## src/uart_pkg.sv

```systemverilog
// shared constants, types and helpers for the asynchronous serial core
package uart_pkg;

   // register indices; byte address on the bus is four times the index
   localparam logic [2:0] IDX_BDH = 3'h0;
   localparam logic [2:0] IDX_BDL = 3'h1;
   localparam logic [2:0] IDX_CR1 = 3'h2;
   localparam logic [2:0] IDX_CR2 = 3'h3;
   localparam logic [2:0] IDX_SR1 = 3'h4;
   localparam logic [2:0] IDX_SR2 = 3'h5;
   localparam logic [2:0] IDX_DRH = 3'h6;
   localparam logic [2:0] IDX_DRL = 3'h7;

   // reset values
   localparam logic [12:0] DIV_RST = 13'h0000;
   localparam logic [7:0] CR1_RST = 8'h00;
   localparam logic [7:0] CR2_RST = 8'h00;
   localparam logic [7:0] SR1_RST = 8'hC0;

   // oversampling and frame timing counts
   localparam logic [3:0] OVS_LAST = 4'hF;
   localparam logic [3:0] SMP_FIRST = 4'h7;
   localparam logic [3:0] SMP_LAST = 4'h9;
   localparam logic [3:0] DATA_BITS_8 = 4'h8;
   localparam logic [3:0] DATA_BITS_9 = 4'h9;
   localparam logic [3:0] FRAME_EXTRA = 4'h2;

   // control one, msb first
   typedef struct packed {
      logic loop_select;
      logic halt_in_wait;
      logic receiver_source;
      logic nine_bit_mode;
      logic wake_on_address;
      logic idle_after_stop;
      logic parity_enable;
      logic parity_type;
   } ctl1_s;

   // control two, msb first
   typedef struct packed {
      logic tx_empty_ie;
      logic tx_done_ie;
      logic rx_full_ie;
      logic idle_ie;
      logic transmitter_enable;
      logic receiver_enable;
      logic rx_sleep;
      logic send_break;
   } ctl2_s;

   // status one, msb first
   typedef struct packed {
      logic tx_holding_empty;
      logic tx_complete;
      logic rx_holding_full;
      logic idle_line;
      logic overrun;
      logic noise_flag;
      logic framing_error;
      logic parity_error;
   } stat1_s;

   // one finished receive frame
   typedef struct packed {
      logic [8:0] word;
      logic noise;
      logic framing;
   } rx_result_s;

   typedef enum logic [1:0] {TX_IDLE = 2'b00, TX_SHIFT = 2'b01} tx_state_e;
   typedef enum logic [1:0] {RX_IDLE = 2'b00, RX_START = 2'b01, RX_DATA = 2'b11} rx_state_e;

   // insert parity into the most significant data position when enabled
   function automatic logic [8:0] with_parity(input logic [8:0] d, input ctl1_s c);
      logic [8:0] r;
      r = d;
      if (c.parity_enable) begin
         if (c.nine_bit_mode) begin
            r[8] = (^d[7:0]) ^ c.parity_type;
         end else begin
            r[7] = (^d[6:0]) ^ c.parity_type;
         end
      end
      return r;
   endfunction : with_parity

endpackage : uart_pkg

```

## src/async_serial_baud_core.sv

```systemverilog
// asynchronous serial core with baud generator and byte register map
// Overview of operation
// - bit rate is clock over sixteen times divisor
// - divisor is thirteen bits, values one to 8191
// - generator idle until first transmitter or receiver enable
// - divisor zero holds the generator disabled
// - upper divisor byte waits for lower byte write
// - halt_in_wait clear keeps running during wait
// - halt_in_wait set stops clocks, enables untouched
// - frames freeze in wait with halt_in_wait set, resume afterwards
// - reset out of wait or stop aborts everything
// - stop mode gates clock, keeps registers, resumes
// - reserved locations ignore writes, read zero
// - eight byte registers at word indices zero to seven
// - eight or nine bits, ninth bits in data-high
// - eight status flags raised by the core
// - noise detected from sixteenth-bit samples
// - full-duplex non-return-to-zero, transmit out, receive in
// - transmitter and receiver enabled independently
// - receiver wakes on idle line or address mark
// - frame is start, eight or nine data, stop
// - parity in top data bit, even or odd
// - loop feeds receiver internally or from transmit pin
//
// The Avalon-MM slave port was decided locally.
`timescale 1ns/1ps
module async_serial_baud_core
   import uart_pkg::*;
(
   // clock and reset
   input wire logic I_CLK,
   input wire logic I_RSTN,
   // avalon-mm slave, byte address
   input wire logic [4:0] I_AVS_ADDRESS,
   input wire logic I_AVS_READ,
   input wire logic I_AVS_WRITE,
   input wire logic [31:0] I_AVS_WRITEDATA,
   input wire logic [3:0] I_AVS_BYTEENABLE,
   output logic [31:0] O_AVS_READDATA,
   output logic O_AVS_WAITREQUEST,
   // processor power modes
   input wire logic I_WAIT_MODE,
   input wire logic I_STOP_MODE,
   // serial pins
   input wire logic I_RXD,
   input wire logic I_TXD_PIN,
   output logic O_TXD,
   output logic O_TXD_OE
);

   // register select on the word index
   function automatic logic hit(input logic [4:0] a, input logic [2:0] idx);
      return a[4:2] == idx;
   endfunction : hit

   logic ack_r; // second cycle of an access
   logic [31:0] readdata_r; // captured read value
   logic req; // any request present
   logic rd; // read completes this edge
   logic wr; // write completes this edge
   logic [7:0] wd; // low write byte
   logic [7:0] rd_mux; // selected read byte
   logic [12:0] div_r; // active divisor
   logic [4:0] bdh_tmp_r; // pending upper divisor bits
   ctl1_s ctl1_r; // control one
   ctl2_s ctl2_r; // control two
   stat1_s st_r; // status one
   logic brk13_r; // stored status-two bit
   logic txdir_r; // single-wire drive direction
   logic sr1_seen_r; // status read armed a clear
   logic [7:0] tx_hold_r; // transmit holding byte
   logic t8_r; // ninth transmit bit
   logic [7:0] rx_data_r; // received low byte
   logic r8_r; // ninth received bit
   logic started_r; // generator released after reset
   logic [12:0] div_cnt_r; // divisor counter
   logic run_en; // clocks not halted by power mode
   logic gen_on; // generator running
   logic tick16; // sixteen-times bit rate pulse
   logic [3:0] tx_sub_r; // transmit sixteenth counter
   logic bit_tick; // transmit bit boundary
   tx_state_e tx_state_r; // transmitter state
   logic [10:0] tx_shift_r; // frame shifter, lsb first
   logic [3:0] tx_cnt_r; // bits left in frame
   logic tx_load; // holding byte moves to shifter
   logic [8:0] tx_word; // character with parity applied
   logic txd_r; // registered line level
   logic single_wire; // receiver listens on transmit pin
   logic [2:0] sync_r; // pin synchroniser chain
   logic rx_filt_r; // agreed pin level
   logic rx_in; // receiver input after loop select
   rx_state_e rx_state_r; // receiver state
   logic [3:0] rx_sub_r; // receive sixteenth counter
   logic [2:0] vote_r; // three mid-bit samples
   logic [3:0] rx_cnt_r; // data bits received
   logic [8:0] rx_shift_r; // receive shifter
   logic maj; // majority of the samples
   logic noisy; // samples disagree
   logic rx_done_r; // frame finished pulse
   rx_result_s rx_res_r; // finished frame
   logic [3:0] nbits; // data bits per frame
   logic [7:0] idle_cnt_r; // sixteenths of high line
   logic [7:0] idle_len; // sixteenths in a full frame
   logic idle_hit; // idle character seen
   logic idle_armed_r; // idle flag allowed after traffic
   logic rx_msb; // address mark bit of frame
   logic wake_hit; // sleeping receiver woken
   logic accept; // frame goes to the flags
   logic rx_clr; // receive flag clear sequence
   logic full_eff; // holding still full this cycle
   logic load_rx; // frame loads the data registers

   // one wait state per access keeps the read mux off the bus path
   assign req = I_AVS_READ | I_AVS_WRITE;
   assign O_AVS_WAITREQUEST = req & ~ack_r;
   assign rd = I_AVS_READ & ack_r;
   assign wr = I_AVS_WRITE & ack_r & I_AVS_BYTEENABLE[0];
   assign wd = I_AVS_WRITEDATA[7:0];
   assign O_AVS_READDATA = readdata_r;

   // access phase tracker
   always_ff @(posedge I_CLK or negedge I_RSTN) begin
      if (!I_RSTN) begin
         ack_r <= 1'b0;
      end else begin
         ack_r <= req & ~ack_r;
      end
   end

   // read byte selection, upper bits and reserved bits zero
   always_comb begin
      rd_mux = 8'h00;
      unique case (I_AVS_ADDRESS[4:2])
         IDX_BDH: rd_mux = {3'h0, div_r[12:8]};
         IDX_BDL: rd_mux = div_r[7:0];
         IDX_CR1: rd_mux = ctl1_r;
         IDX_CR2: rd_mux = ctl2_r;
         IDX_SR1: rd_mux = st_r;
         IDX_SR2: rd_mux = {5'h00, brk13_r, txdir_r, rx_state_r != RX_IDLE};
         IDX_DRH: rd_mux = {r8_r, t8_r, 6'h00};
         IDX_DRL: rd_mux = rx_data_r;
      endcase
   end

   // read data captured in the wait cycle, held to the answer edge
   always_ff @(posedge I_CLK or negedge I_RSTN) begin
      if (!I_RSTN) begin
         readdata_r <= 32'h0000_0000;
      end else if (I_AVS_READ && !ack_r) begin
         readdata_r <= {24'h00_0000, rd_mux};
      end
   end

   // divisor pair, upper byte parked until the lower byte lands
   always_ff @(posedge I_CLK or negedge I_RSTN) begin
      if (!I_RSTN) begin
         div_r <= DIV_RST;
         bdh_tmp_r <= DIV_RST[12:8];
      end else if (wr && hit(I_AVS_ADDRESS, IDX_BDH)) begin
         bdh_tmp_r <= wd[4:0];
      end else if (wr && hit(I_AVS_ADDRESS, IDX_BDL)) begin
         div_r <= {bdh_tmp_r, wd};
      end
   end

   // control registers; hardware wake clears sleep, a write wins
   always_ff @(posedge I_CLK or negedge I_RSTN) begin
      if (!I_RSTN) begin
         ctl1_r <= CR1_RST;
         ctl2_r <= CR2_RST;
         brk13_r <= 1'b0;
         txdir_r <= 1'b0;
         t8_r <= 1'b0;
      end else begin
         if (wake_hit) begin
            ctl2_r.rx_sleep <= 1'b0;
         end
         if (wr && hit(I_AVS_ADDRESS, IDX_CR1)) begin
            ctl1_r <= wd;
         end
         if (wr && hit(I_AVS_ADDRESS, IDX_CR2)) begin
            ctl2_r <= wd;
         end
         if (wr && hit(I_AVS_ADDRESS, IDX_SR2)) begin
            brk13_r <= wd[2];
            txdir_r <= wd[1];
         end
         if (wr && hit(I_AVS_ADDRESS, IDX_DRH)) begin
            t8_r <= wd[6];
         end
      end
   end

   // baud generator: halted by power mode, divisor zero, or before enable
   assign run_en = ~I_STOP_MODE & ~(I_WAIT_MODE & ctl1_r.halt_in_wait);
   assign gen_on = started_r & (div_r != 13'h0000) & run_en;
   assign tick16 = gen_on & (div_cnt_r >= div_r - 13'h0001);

   always_ff @(posedge I_CLK or negedge I_RSTN) begin
      if (!I_RSTN) begin
         started_r <= 1'b0;
         div_cnt_r <= 13'h0000;
      end else begin
         if (ctl2_r.transmitter_enable || ctl2_r.receiver_enable) begin
            started_r <= 1'b1;
         end
         if (div_r == 13'h0000) begin
            div_cnt_r <= 13'h0000;
         end else if (gen_on) begin
            div_cnt_r <= tick16 ? 13'h0000 : div_cnt_r + 13'h0001;
         end
      end
   end

   // transmit bit timing, a stall simply withholds the ticks
   assign bit_tick = tick16 & (tx_sub_r == OVS_LAST);
   assign nbits = ctl1_r.nine_bit_mode ? DATA_BITS_9 : DATA_BITS_8;
   // ninth bit only joins the character in nine-bit mode
   assign tx_word = with_parity({ctl1_r.nine_bit_mode & t8_r, tx_hold_r}, ctl1_r);
   assign tx_load = (tx_state_r == TX_IDLE) & ctl2_r.transmitter_enable
                    & ~st_r.tx_holding_empty & bit_tick;

   always_ff @(posedge I_CLK or negedge I_RSTN) begin
      if (!I_RSTN) begin
         tx_sub_r <= 4'h0;
      end else if (tick16) begin
         tx_sub_r <= tx_sub_r + 4'h1;
      end
   end

   // transmitter: start, data lsb first with parity, stop
   always_ff @(posedge I_CLK or negedge I_RSTN) begin
      if (!I_RSTN) begin
         tx_state_r <= TX_IDLE;
         tx_shift_r <= 11'h7FF;
         tx_cnt_r <= 4'h0;
      end else if (!ctl2_r.transmitter_enable) begin
         tx_state_r <= TX_IDLE;
         tx_shift_r <= 11'h7FF;
      end else if (bit_tick) begin
         unique case (tx_state_r)
            TX_IDLE: begin
               if (tx_load) begin
                  // parity replaces the top data bit when enabled
                  if (ctl1_r.nine_bit_mode) begin
                     tx_shift_r <= {1'b1, tx_word, 1'b0};
                  end else begin
                     tx_shift_r <= {2'b11, tx_word[7:0], 1'b0};
                  end
                  tx_cnt_r <= nbits + FRAME_EXTRA;
                  tx_state_r <= TX_SHIFT;
               end
            end
            TX_SHIFT: begin
               tx_shift_r <= {1'b1, tx_shift_r[10:1]};
               tx_cnt_r <= tx_cnt_r - 4'h1;
               if (tx_cnt_r == 4'h1) begin
                  tx_state_r <= TX_IDLE;
               end
            end
         endcase
      end
   end

   // line level: idle mark, break sends space when idle
   always_ff @(posedge I_CLK or negedge I_RSTN) begin
      if (!I_RSTN) begin
         txd_r <= 1'b1;
      end else if (!ctl2_r.transmitter_enable) begin
         txd_r <= 1'b1;
      end else begin
         txd_r <= (tx_state_r == TX_SHIFT) ? tx_shift_r[0] : ~ctl2_r.send_break;
      end
   end

   // in single-wire mode the pin is driven only when the direction bit says so
   assign single_wire = ctl1_r.loop_select & ctl1_r.receiver_source;
   assign O_TXD = txd_r;
   assign O_TXD_OE = ctl2_r.transmitter_enable & (~single_wire | txdir_r);

   // pin synchroniser; a change counts once stages two and three agree
   always_ff @(posedge I_CLK or negedge I_RSTN) begin
      if (!I_RSTN) begin
         sync_r <= 3'h7;
         rx_filt_r <= 1'b1;
      end else begin
         sync_r <= {sync_r[1:0], single_wire ? I_TXD_PIN : I_RXD};
         if (sync_r[1] == sync_r[2]) begin
            rx_filt_r <= sync_r[2];
         end
      end
   end

   // internal loop takes the transmitter straight, skipping the pins
   assign rx_in = (ctl1_r.loop_select & ~ctl1_r.receiver_source) ? txd_r : rx_filt_r;
   assign maj = (vote_r[0] & vote_r[1]) | (vote_r[0] & vote_r[2]) | (vote_r[1] & vote_r[2]);
   assign noisy = ~(&vote_r) & (|vote_r);

   // receiver: three votes at sixteenths seven to nine of every bit
   always_ff @(posedge I_CLK or negedge I_RSTN) begin
      if (!I_RSTN) begin
         rx_state_r <= RX_IDLE;
         rx_sub_r <= 4'h0;
         vote_r <= 3'h7;
         rx_cnt_r <= 4'h0;
         rx_shift_r <= 9'h000;
         rx_done_r <= 1'b0;
         rx_res_r <= '0;
      end else begin
         rx_done_r <= 1'b0;
         if (!ctl2_r.receiver_enable) begin
            rx_state_r <= RX_IDLE;
         end else if (tick16) begin
            rx_sub_r <= rx_sub_r + 4'h1;
            if (rx_sub_r >= SMP_FIRST && rx_sub_r <= SMP_LAST) begin
               vote_r <= {vote_r[1:0], rx_in};
            end
            unique case (rx_state_r)
               RX_IDLE: begin
                  if (!rx_in) begin
                     rx_state_r <= RX_START;
                     rx_sub_r <= 4'h1;
                  end
               end
               RX_START: begin
                  if (rx_sub_r == OVS_LAST) begin
                     // a start that votes high was a glitch
                     rx_state_r <= maj ? RX_IDLE : RX_DATA;
                     rx_cnt_r <= 4'h0;
                     rx_res_r.noise <= noisy;
                  end
               end
               RX_DATA: begin
                  if (rx_sub_r == OVS_LAST) begin
                     rx_res_r.noise <= rx_res_r.noise | noisy;
                     if (rx_cnt_r != nbits) begin
                        rx_shift_r <= {maj, rx_shift_r[8:1]};
                        rx_cnt_r <= rx_cnt_r + 4'h1;
                     end else begin
                        rx_res_r.word <= ctl1_r.nine_bit_mode ? rx_shift_r
                                         : {1'b0, rx_shift_r[8:1]};
                        rx_res_r.framing <= ~maj;
                        rx_done_r <= 1'b1;
                        rx_state_r <= RX_IDLE;
                     end
                  end
               end
            endcase
         end
      end
   end

   // idle detection: a full frame of high sixteenths
   assign idle_len = {nbits + FRAME_EXTRA, 4'h0};
   assign idle_hit = tick16 & rx_in & (idle_cnt_r == idle_len - 8'h01);

   always_ff @(posedge I_CLK or negedge I_RSTN) begin
      if (!I_RSTN) begin
         idle_cnt_r <= 8'h00;
      end else if (!ctl2_r.receiver_enable || (rx_done_r && ctl1_r.idle_after_stop)) begin
         idle_cnt_r <= 8'h00;
      end else if (tick16) begin
         if (!rx_in) begin
            idle_cnt_r <= 8'h00;
         end else if (idle_cnt_r != idle_len) begin
            idle_cnt_r <= idle_cnt_r + 8'h01;
         end
      end
   end

   // wake-up and acceptance of a finished frame
   assign rx_msb = ctl1_r.nine_bit_mode ? rx_res_r.word[8] : rx_res_r.word[7];
   assign wake_hit = ctl2_r.rx_sleep & (ctl1_r.wake_on_address ? (rx_done_r & rx_msb)
                                                                : idle_hit);
   assign accept = rx_done_r & (~ctl2_r.rx_sleep | wake_hit);
   assign rx_clr = rd & hit(I_AVS_ADDRESS, IDX_DRL) & sr1_seen_r;
   assign full_eff = st_r.rx_holding_full & ~rx_clr;
   assign load_rx = accept & ~full_eff;

   // receive data registers
   always_ff @(posedge I_CLK or negedge I_RSTN) begin
      if (!I_RSTN) begin
         rx_data_r <= 8'h00;
         r8_r <= 1'b0;
      end else if (load_rx) begin
         rx_data_r <= rx_res_r.word[7:0];
         r8_r <= rx_res_r.word[8];
      end
   end

   // transmit holding byte, kept apart from the receive byte
   always_ff @(posedge I_CLK or negedge I_RSTN) begin
      if (!I_RSTN) begin
         tx_hold_r <= 8'h00;
      end else if (wr && hit(I_AVS_ADDRESS, IDX_DRL)) begin
         tx_hold_r <= wd;
      end
   end

   // clear sequence arm: status read, then data access
   always_ff @(posedge I_CLK or negedge I_RSTN) begin
      if (!I_RSTN) begin
         sr1_seen_r <= 1'b0;
      end else if (rd && hit(I_AVS_ADDRESS, IDX_SR1)) begin
         sr1_seen_r <= 1'b1;
      end else if ((rd || wr) && hit(I_AVS_ADDRESS, IDX_DRL)) begin
         sr1_seen_r <= 1'b0;
      end
   end

   // status flags: clears first, sets after so a same-cycle event wins
   always_ff @(posedge I_CLK or negedge I_RSTN) begin
      if (!I_RSTN) begin
         st_r <= SR1_RST;
         idle_armed_r <= 1'b0;
      end else begin
         if (wr && hit(I_AVS_ADDRESS, IDX_DRL) && sr1_seen_r) begin
            st_r.tx_holding_empty <= 1'b0;
            st_r.tx_complete <= 1'b0;
         end
         if (rx_clr) begin
            st_r.rx_holding_full <= 1'b0;
            st_r.idle_line <= 1'b0;
            st_r.overrun <= 1'b0;
            st_r.noise_flag <= 1'b0;
            st_r.framing_error <= 1'b0;
            st_r.parity_error <= 1'b0;
         end
         if (tx_load) begin
            st_r.tx_holding_empty <= 1'b1;
         end
         if (tx_state_r == TX_IDLE && st_r.tx_holding_empty && !tx_load) begin
            st_r.tx_complete <= 1'b1;
         end
         if (rx_done_r) begin
            idle_armed_r <= 1'b1;
         end else if (idle_hit) begin
            idle_armed_r <= 1'b0;
         end
         if (idle_hit && idle_armed_r && !ctl2_r.rx_sleep) begin
            st_r.idle_line <= 1'b1;
         end
         if (accept && full_eff) begin
            st_r.overrun <= 1'b1;
         end
         if (load_rx) begin
            st_r.rx_holding_full <= 1'b1;
            st_r.noise_flag <= rx_res_r.noise;
            st_r.framing_error <= rx_res_r.framing;
            st_r.parity_error <= ctl1_r.parity_enable
                                 & (with_parity(rx_res_r.word, ctl1_r) != rx_res_r.word);
         end
      end
   end

endmodule : async_serial_baud_core

```

## config.mk

```make
export PLATFORM = sky130hd
export DESIGN_NAME = async_serial_baud_core
export DESIGN_NICKNAME = d
export VERILOG_FILES = /design/src/uart_pkg.sv /design/src/async_serial_baud_core.sv
export SDC_FILE = /design/constraint.sdc
export NUM_CORES = 1
export LEC_CHECK = 0
export ABC_AREA = 1
export BUFFER_PORTS_ARGS = -buffer_cell sky130_fd_sc_hd__clkbuf_2
export CORE_ASPECT_RATIO = 1.1
export CORE_MARGIN = 2
export CORE_UTILIZATION = 45
export DETAILED_ROUTE_END_ITERATION = 6
export MAX_ROUTING_LAYER = met4
export PLACE_DENSITY = 0.6
export SLEW_MARGIN = 20
export SYNTH_ARGS = -nofsm -noshare
export SYNTH_HDL_FRONTEND = slang
export SYNTH_SLANG_ARGS = --single-unit
```

## constraint.sdc

```tcl
create_clock -name I_CLK -period 4.1 [get_ports I_CLK]
set_input_delay 0.205 -clock I_CLK [delete_from_list [all_inputs] [get_ports I_CLK]]
set_output_delay 0.205 -clock I_CLK [all_outputs]
set_load 0.01 [all_outputs]
```

# Word-level counts from Yosys, hierarchy flattened

Index checks and enable logic that the tools add are counted.

Bits in registers: 155
Latch bits: 0
Bits in writable memories: 0
Bits in read-only memories: 0
Input bits: 49
Output and inout port bits: 35
Logic and storage cells: 285
Memories kept: 0

Add/sub/neg operators: 9
Multiply operators: 0
Divide/modulo/power cells: 0
$lt $le $gt $ge: 3
Eq/ne operators: 31
Shift-type cells: 0
Muxes and demuxes: 72
Bitwise gates (word level): 55
Reduce and logical (&&, ||, !) cells: 60

Operators with widths:

| operator                                                              | number |
|---|---|
| 8-bit one-hot mux with 8 select lines                                 | 1 |
| 13-bit 2-to-1 mux                                                     | 3 |
| 2-bit 2-to-1 mux                                                      | 17 |
| 11-bit 2-to-1 mux                                                     | 3 |
| 8-bit 2-to-1 mux                                                      | 4 |
| 1-bit AND                                                             | 31 |
| 1-bit 2-to-1 mux                                                      | 28 |
| 4-bit 2-to-1 mux                                                      | 6 |
| 2-bit nonzero test                                                    | 12 |
| 11-bit one-hot mux with 2 select lines                                | 1 |
| 5-bit AND reduction                                                   | 4 |
| 1-bit logical AND                                                     | 18 |
| 3-bit != test (second input constant)                                 | 6 |
| 4-bit one-hot mux with 2 select lines                                 | 2 |
| 8-bit parity                                                          | 2 |
| 1-bit inverter                                                        | 14 |
| 7-bit parity                                                          | 2 |
| 13-bit by 1-bit adder with 13-bit output (second input constant)      | 1 |
| 13-bit greater-or-equal comparator                                    | 1 |
| 13-bit logical NOT                                                    | 1 |
| 13-bit nonzero test                                                   | 1 |
| 13-bit by 1-bit subtractor with 13-bit output (second input constant) | 1 |
| 4-bit by 1-bit adder with 4-bit output (second input constant)        | 3 |
| 3-bit == test (second input constant)                                 | 4 |
| other kinds (37)                                                      | 64 |

# Logic depth before layout (Yosys ltp)

Depth in word-level cells: 16
Depth in mapped cells: 21
Gate-level depth less buffers: 21

# Worst setup path after synthesis

No wires, ideal clock.

Path type: flip-flop to flip-flop
Start: register div_r[2]
End: register rx_shift_r[8]
Library setup time: 0.121 ns
Data arrival time: 2.776 ns
Required time: 3.979 ns
Slack: 1.204 ns
Cell stages (with the launch flop): 20
Buffers on the path: 1
Clock period less this slack: 2.896 ns
Path through: dfrtp_1 nor3_1 nand3_1 nor4_1 nand3_1 xor2_1 inv_1 ha_1 nand2_1 nor2_1 nand2_1 nor2_1 nor2_1 nand3_2 nand2_8 nor2_8 nand4_4 buf_6 nand2_1 o21ai_1

Word-level cells in the longest chain between the ends: 5
Elaborated cells on any way between the ends: 7
Classes of those cells: add/sub (1); order compare (1); bitwise (3); reduce/logical (2)

Ends and longest elaborated chain:

| item                                                                                  | line                          | RTL |
|---|---|---|
| from (decl)                                                                           | async_serial_baud_core.sv:63  | `logic [12:0] div_r;` |
| from (signal assigned)                                                                | async_serial_baud_core.sv:162 | `div_r <= {bdh_tmp_r, wd};` |
| branches (longest 3 deep; another with 13-bit by 1-bit subtractor with 13-bit output) | -                             |  |
| 1-bit AND *                                                                           | async_serial_baud_core.sv:197 | `assign tick16 = gen_on & (div_cnt_r >= div_r - 13'h0001);` |
| 5-bit AND reduction (no line) *                                                       | -                             |  |
| to (signal assigned)                                                                  | async_serial_baud_core.sv:337 | `rx_shift_r <= {maj, rx_shift_r[8:1]};` |
| to (decl)                                                                             | async_serial_baud_core.sv:96  | `logic [8:0] rx_shift_r;` |

Every way passes the cells marked *.
A chain may end at the register's enable or synchronous reset.

# Worst setup path in the final report

Start: register div_r[2]
End: register rx_res_r[8] (netlist name)

Word-level cells in the longest chain between the ends: 5
Elaborated cells on any way between the ends: 7
Classes of those cells: add/sub (1); order compare (1); bitwise (3); reduce/logical (2)

Ends and longest elaborated chain:

| item                                                                                  | line                          | RTL |
|---|---|---|
| branches (longest 3 deep; another with 13-bit by 1-bit subtractor with 13-bit output) | -                             |  |
| 1-bit AND *                                                                           | async_serial_baud_core.sv:197 |  |
| 5-bit AND reduction (no line) *                                                       | -                             |  |
| to (decl)                                                                             | async_serial_baud_core.sv:100 | `rx_result_s rx_res_r;` |

Marked as above.

==> results.md <==
- The flow ran to the end, and the final reports show no timing, DRC or antenna violations.
- The maximum clock insertion buffer count is 2.
- The number of buffers inserted during clock tree synthesis is 17.
- The mapped netlist covers 8280 sq um.
- The cell with the largest stage delay on the worst path is sky130_fd_sc_hd__nand4_2.
- The horizontal die dimension is 133 um.
- Data arrives at the worst endpoint at 3870 ps.
- The instance count along the most critical hold path is 3.
- The filler cell count is between 1500 and 2000.
- Excluding fillers, the count of instances in the completed layout stands at 1297.
- The final number of hold-violating endpoints is 0.
- The footprint of the multi-input gates is 3720 sq um.
- The half-perimeter wire length after placement is 13700 um.
- Compared with the post-synthesis result, the final layout area differs by 10.4%.
- The I/O pin count is 84.
- In the final routed layout, each cell accounts on average for 14.3 um.
- Walking the worst path, the cells encountered are nor3_1 > nand3_1 > nor4_1 > nand3_1 > xor2_1 > inv_1 > ha_1 > nand2_1 > nor2_1 > nand2_1 > nor2_1 > nor2_1 > nand3_2 > nand2_8 > nor2_8 > nand4_2 > nand2_1 > o21ai_1.
- The synthesized area per cell is 8.21 sq um.
- The slew at the pin closest to its max-slew limit is 943 ps.
- After the first detailed-routing iteration, the DRC count stood at between 400 and 500.
- After synthesis, the cell types taking the most area are sky130_fd_sc_hd__dfrtp_1 (40%), sky130_fd_sc_hd__nand2_1 (11%), sky130_fd_sc_hd__dfstp_2 (6.3%).
- The share of flip-flops with an asynchronous set or reset is 100%.
- Adding up every negative setup slack in the final design gives 0 ps.
- The endpoint type of the worst setup path is a flop.
- The final net count is about 1100.
- The fraction of post-synthesis cell area in the top cell type by area is around two fifths.
- Entering global routing, the biggest net connects 105 pins.
- The number of antenna violations at the first check in global routing is 0.
- The critical path startpoint category is a flop.
- The clock tree from TritonCTS is yes.
- Based on the critical path, the design can be clocked at up to 280 MHz.
- The max-slew violation count is 0.
- In the layout the commonest cells are sky130_fd_sc_hd__nand2_1 (247), sky130_fd_sc_hd__dfrtp_1 (133), sky130_fd_sc_hd__inv_1 (121).
- The required time at the endpoint of the critical path is 4390 ps.
- The count of vias placed by the detailed router is 6378.
- Overall power consumption after layout is estimated at 0.00451 W.
- In this run, post-CTS repair resized a total of 0 instances.
- The critical path's largest stage delay is 440 ps.
- The number of flops mapped to enable cells by yosys is 0.
- The number of buffers added on ports is 30.
- The aggregate global routing overflow is 0.
- Along the worst path, the maximum fanout reaches 21.
- The final weighted congestion in routability-driven placement is 0.807.
- The total routing usage reported by global routing is about a fifth.
- The cell taking the most area after synthesis is sky130_fd_sc_hd__dfrtp_1.
- At the later pin of the worst-skew pair, clock insertion delay measures 420 ps.
- For this design the static power due to leakage is 4.40 nW.
- The via count of the first global-routing pass is approximately 6000.
- The via density per instance is 4.92.
- The most used flip-flop cell after synthesis is sky130_fd_sc_hd__dfrtp_1.
- The die is 146 um tall.
- Measured against its own limit, the worst slew margin works out to a little under two fifths.
- At the end of the flow the core is filled with cells to 50.2%.
- Post-CTS timing repair inserted 0 buffers for setup.
- The residual DRC count is 0.
- The area of the core is 18200 sq um.
- The final layout contains routed wiring with a total length of 18500 um.
- The register area is 3850 sq um.
- The ratio of final minimum period to clock period is 87.2%.
- The hold buffer count at cts is 3.
- The cell row count is 52.
- The clock edge transition at the registers on the reported setup and hold paths is ~60 ps.
- The depth of the critical timing path with buffers and inverters included is 18.
- The first-pass GRT wire length is slightly above 30000 um.
- In this run, placement finished with an instance count of 1262.
- Synthesis instantiated 57 different standard cells from the library.
- The clock arrives with 7.87 ps of skew.
- The path class of the lowest-slack min-delay path is primary input to flop.
- The initial core utilization is 45.4%.
- The most common cell after layout, fill and taps aside is sky130_fd_sc_hd__nand2_1.
- The number of buffer and inverter stages on the critical path is 1.
- The number of antenna diodes in the final layout is 0.
- During synthesis, Yosys emitted a total of 0 warnings.
- The gate family responsible for the most delay along the worst path is simple AND/OR/NAND/NOR gates.
- The flop and latch count out of synthesis is ~150.
- In the final layout, the share of cells above drive strength 1 is about an eighth.
- In this run the remaining antenna-violating nets after routing total 0.
- The depth of the most critical reg-to-reg path is 18.
- Across the run, the number of max-cap violations was 0.
- The number of H-tree branching levels is 4.
- The total power density per cell area is 494 nW/um^2.
- Setup violations remaining at the end of the flow were counted as 0.
- The synthesized instance count is 1008.
- The floorplan step defined a die boundary enclosing between 15000 and 20000 sq um.
- The path type of the worst setup path is flop to flop.
- The root buffer cell is sky130_fd_sc_hd__clkbuf_16.
- After synthesis, flip-flops and latches occupy a little under half of the total area.
- The worst voltage drop across the vdd grid is 300 uV.
- The clock period minus final worst setup slack is 3580 ps.
- The pre-antenna-repair detailed-routing pass consisted of 5 iterations.
- The clock drives 153 sinks.
- Setup repair after global routing left no endpoint under its margin.
[layout make-up]
| cell class | count | share of cell area [%] |
|---|---|---|
| flip-flops and latches | 153 | 42.2 |
| multi-input cells | 704 | 40.7 |
| inverters | 129 | 5.43 |
| clock buffers | 24 | 5.05 |
| well taps | 243 | 3.33 |
| repair buffers | 36 | 2.29 |
| clock inverters | 8 | 1.08 |
[per-stage QoR]
| stage | setup slack, ps | cell area, sq um | hold slack (ps) |
|---|---|---|---|
| final | 524 | 9140 | 35.0 |
| after CTS | 501 | 9140 | 22.9 |
| after global routing | 130 | 9140 | 33.0 |
| after global placement | 562 | 8550 | 346 |
| after detailed placement | 522 | 8550 | 347 |
| after floorplan | 1200 | 8360 | -90.6 |
[registers in the layout (all words and copies together), names as in the netlist, 4 cells and up]
name and count:
O_AVS_READDATA 8, ctl1_r 8, bdh_tmp_r 5, div_r 13, rx_sub_r 4, ctl2_r 8
div_cnt_r 13, idle_cnt_r 8, tx_sub_r 4, st_r 8, tx_hold_r 8, tx_cnt_r 4
rx_shift_r 9, tx_shift_r 10, rx_res_r 11, rx_data_r 8, rx_cnt_r 4
[worst min-delay path, stage by stage]
cell,delay [ps]
sky130_fd_sc_hd__clkbuf_2,100
sky130_fd_sc_hd__nand2_1,50
sky130_fd_sc_hd__o21ai_0,60
[synth_stat cells (all sizes together) (3+ instances only)]
cell type / instances
a21oi: 37
a22oi: 5
a31oi: 3
buf: 35
clkbuf: 10
dfrtp: 133
dfstp: 20
ha: 24
inv: 127
nand2: 253
nand3: 57
nand4: 11
nor2: 78
nor3: 19
o2111ai: 6
o21ai: 133
or2: 4
xnor2: 12
xor2: 17
[report_power, final]
group | switching, W | total, W | internal, W | leakage (nW)
registers | 0.000212 | 0.00195 | 0.00174 | 1.93
logic | 0.000662 | 0.00104 | 0.000382 | 2.20
clock network | 0.000606 | 0.00152 | 0.000910 | 0.268
total | 0.00148 | 0.00451 | 0.00303 | 4.40
[final timing paths]
check                                         from       endpoint  slack (ps)
worst max-delay path                      div_r[2]    rx_res_r[8]         520
worst min-delay path            I_AVS_WRITEDATA[6]           t8_r          30
worst max register to register            div_r[2]    rx_res_r[8]         520
min in group asynchronous                   I_RSTN  tx_state_r[0]         470
worst min register to register           sync_r[0]      sync_r[1]         360
max in group asynchronous                   I_RSTN      vote_r[0]        2660
[per-layer routing]
layer	wire length, um	global-route usage [%]	vias up
met5	0	-	-
met4	272	6.28	0
met3	495	3.51	18
met2	8790	32.1	90
met1	8960	28.0	2975
li1	-	-	3295
[logic make-up (layout without fill, tap and decap cells)]
group                      Yosys count  count (layout)  synth area share (%)
AOI/OAI and AO/OA                  199             199                  13.9
xor gates and xnor gates            29              29                  3.07
adders and majority gates           25              25                  3.75
buffers and inverters              174             197                  9.60
DFF                                153             153                  46.6
muxes                                2               2                 0.272
other                                1              24                0.0453
and+or+nand+nor                    425             425                  22.9
Note: power is estimated with default switching activity, not from simulation.
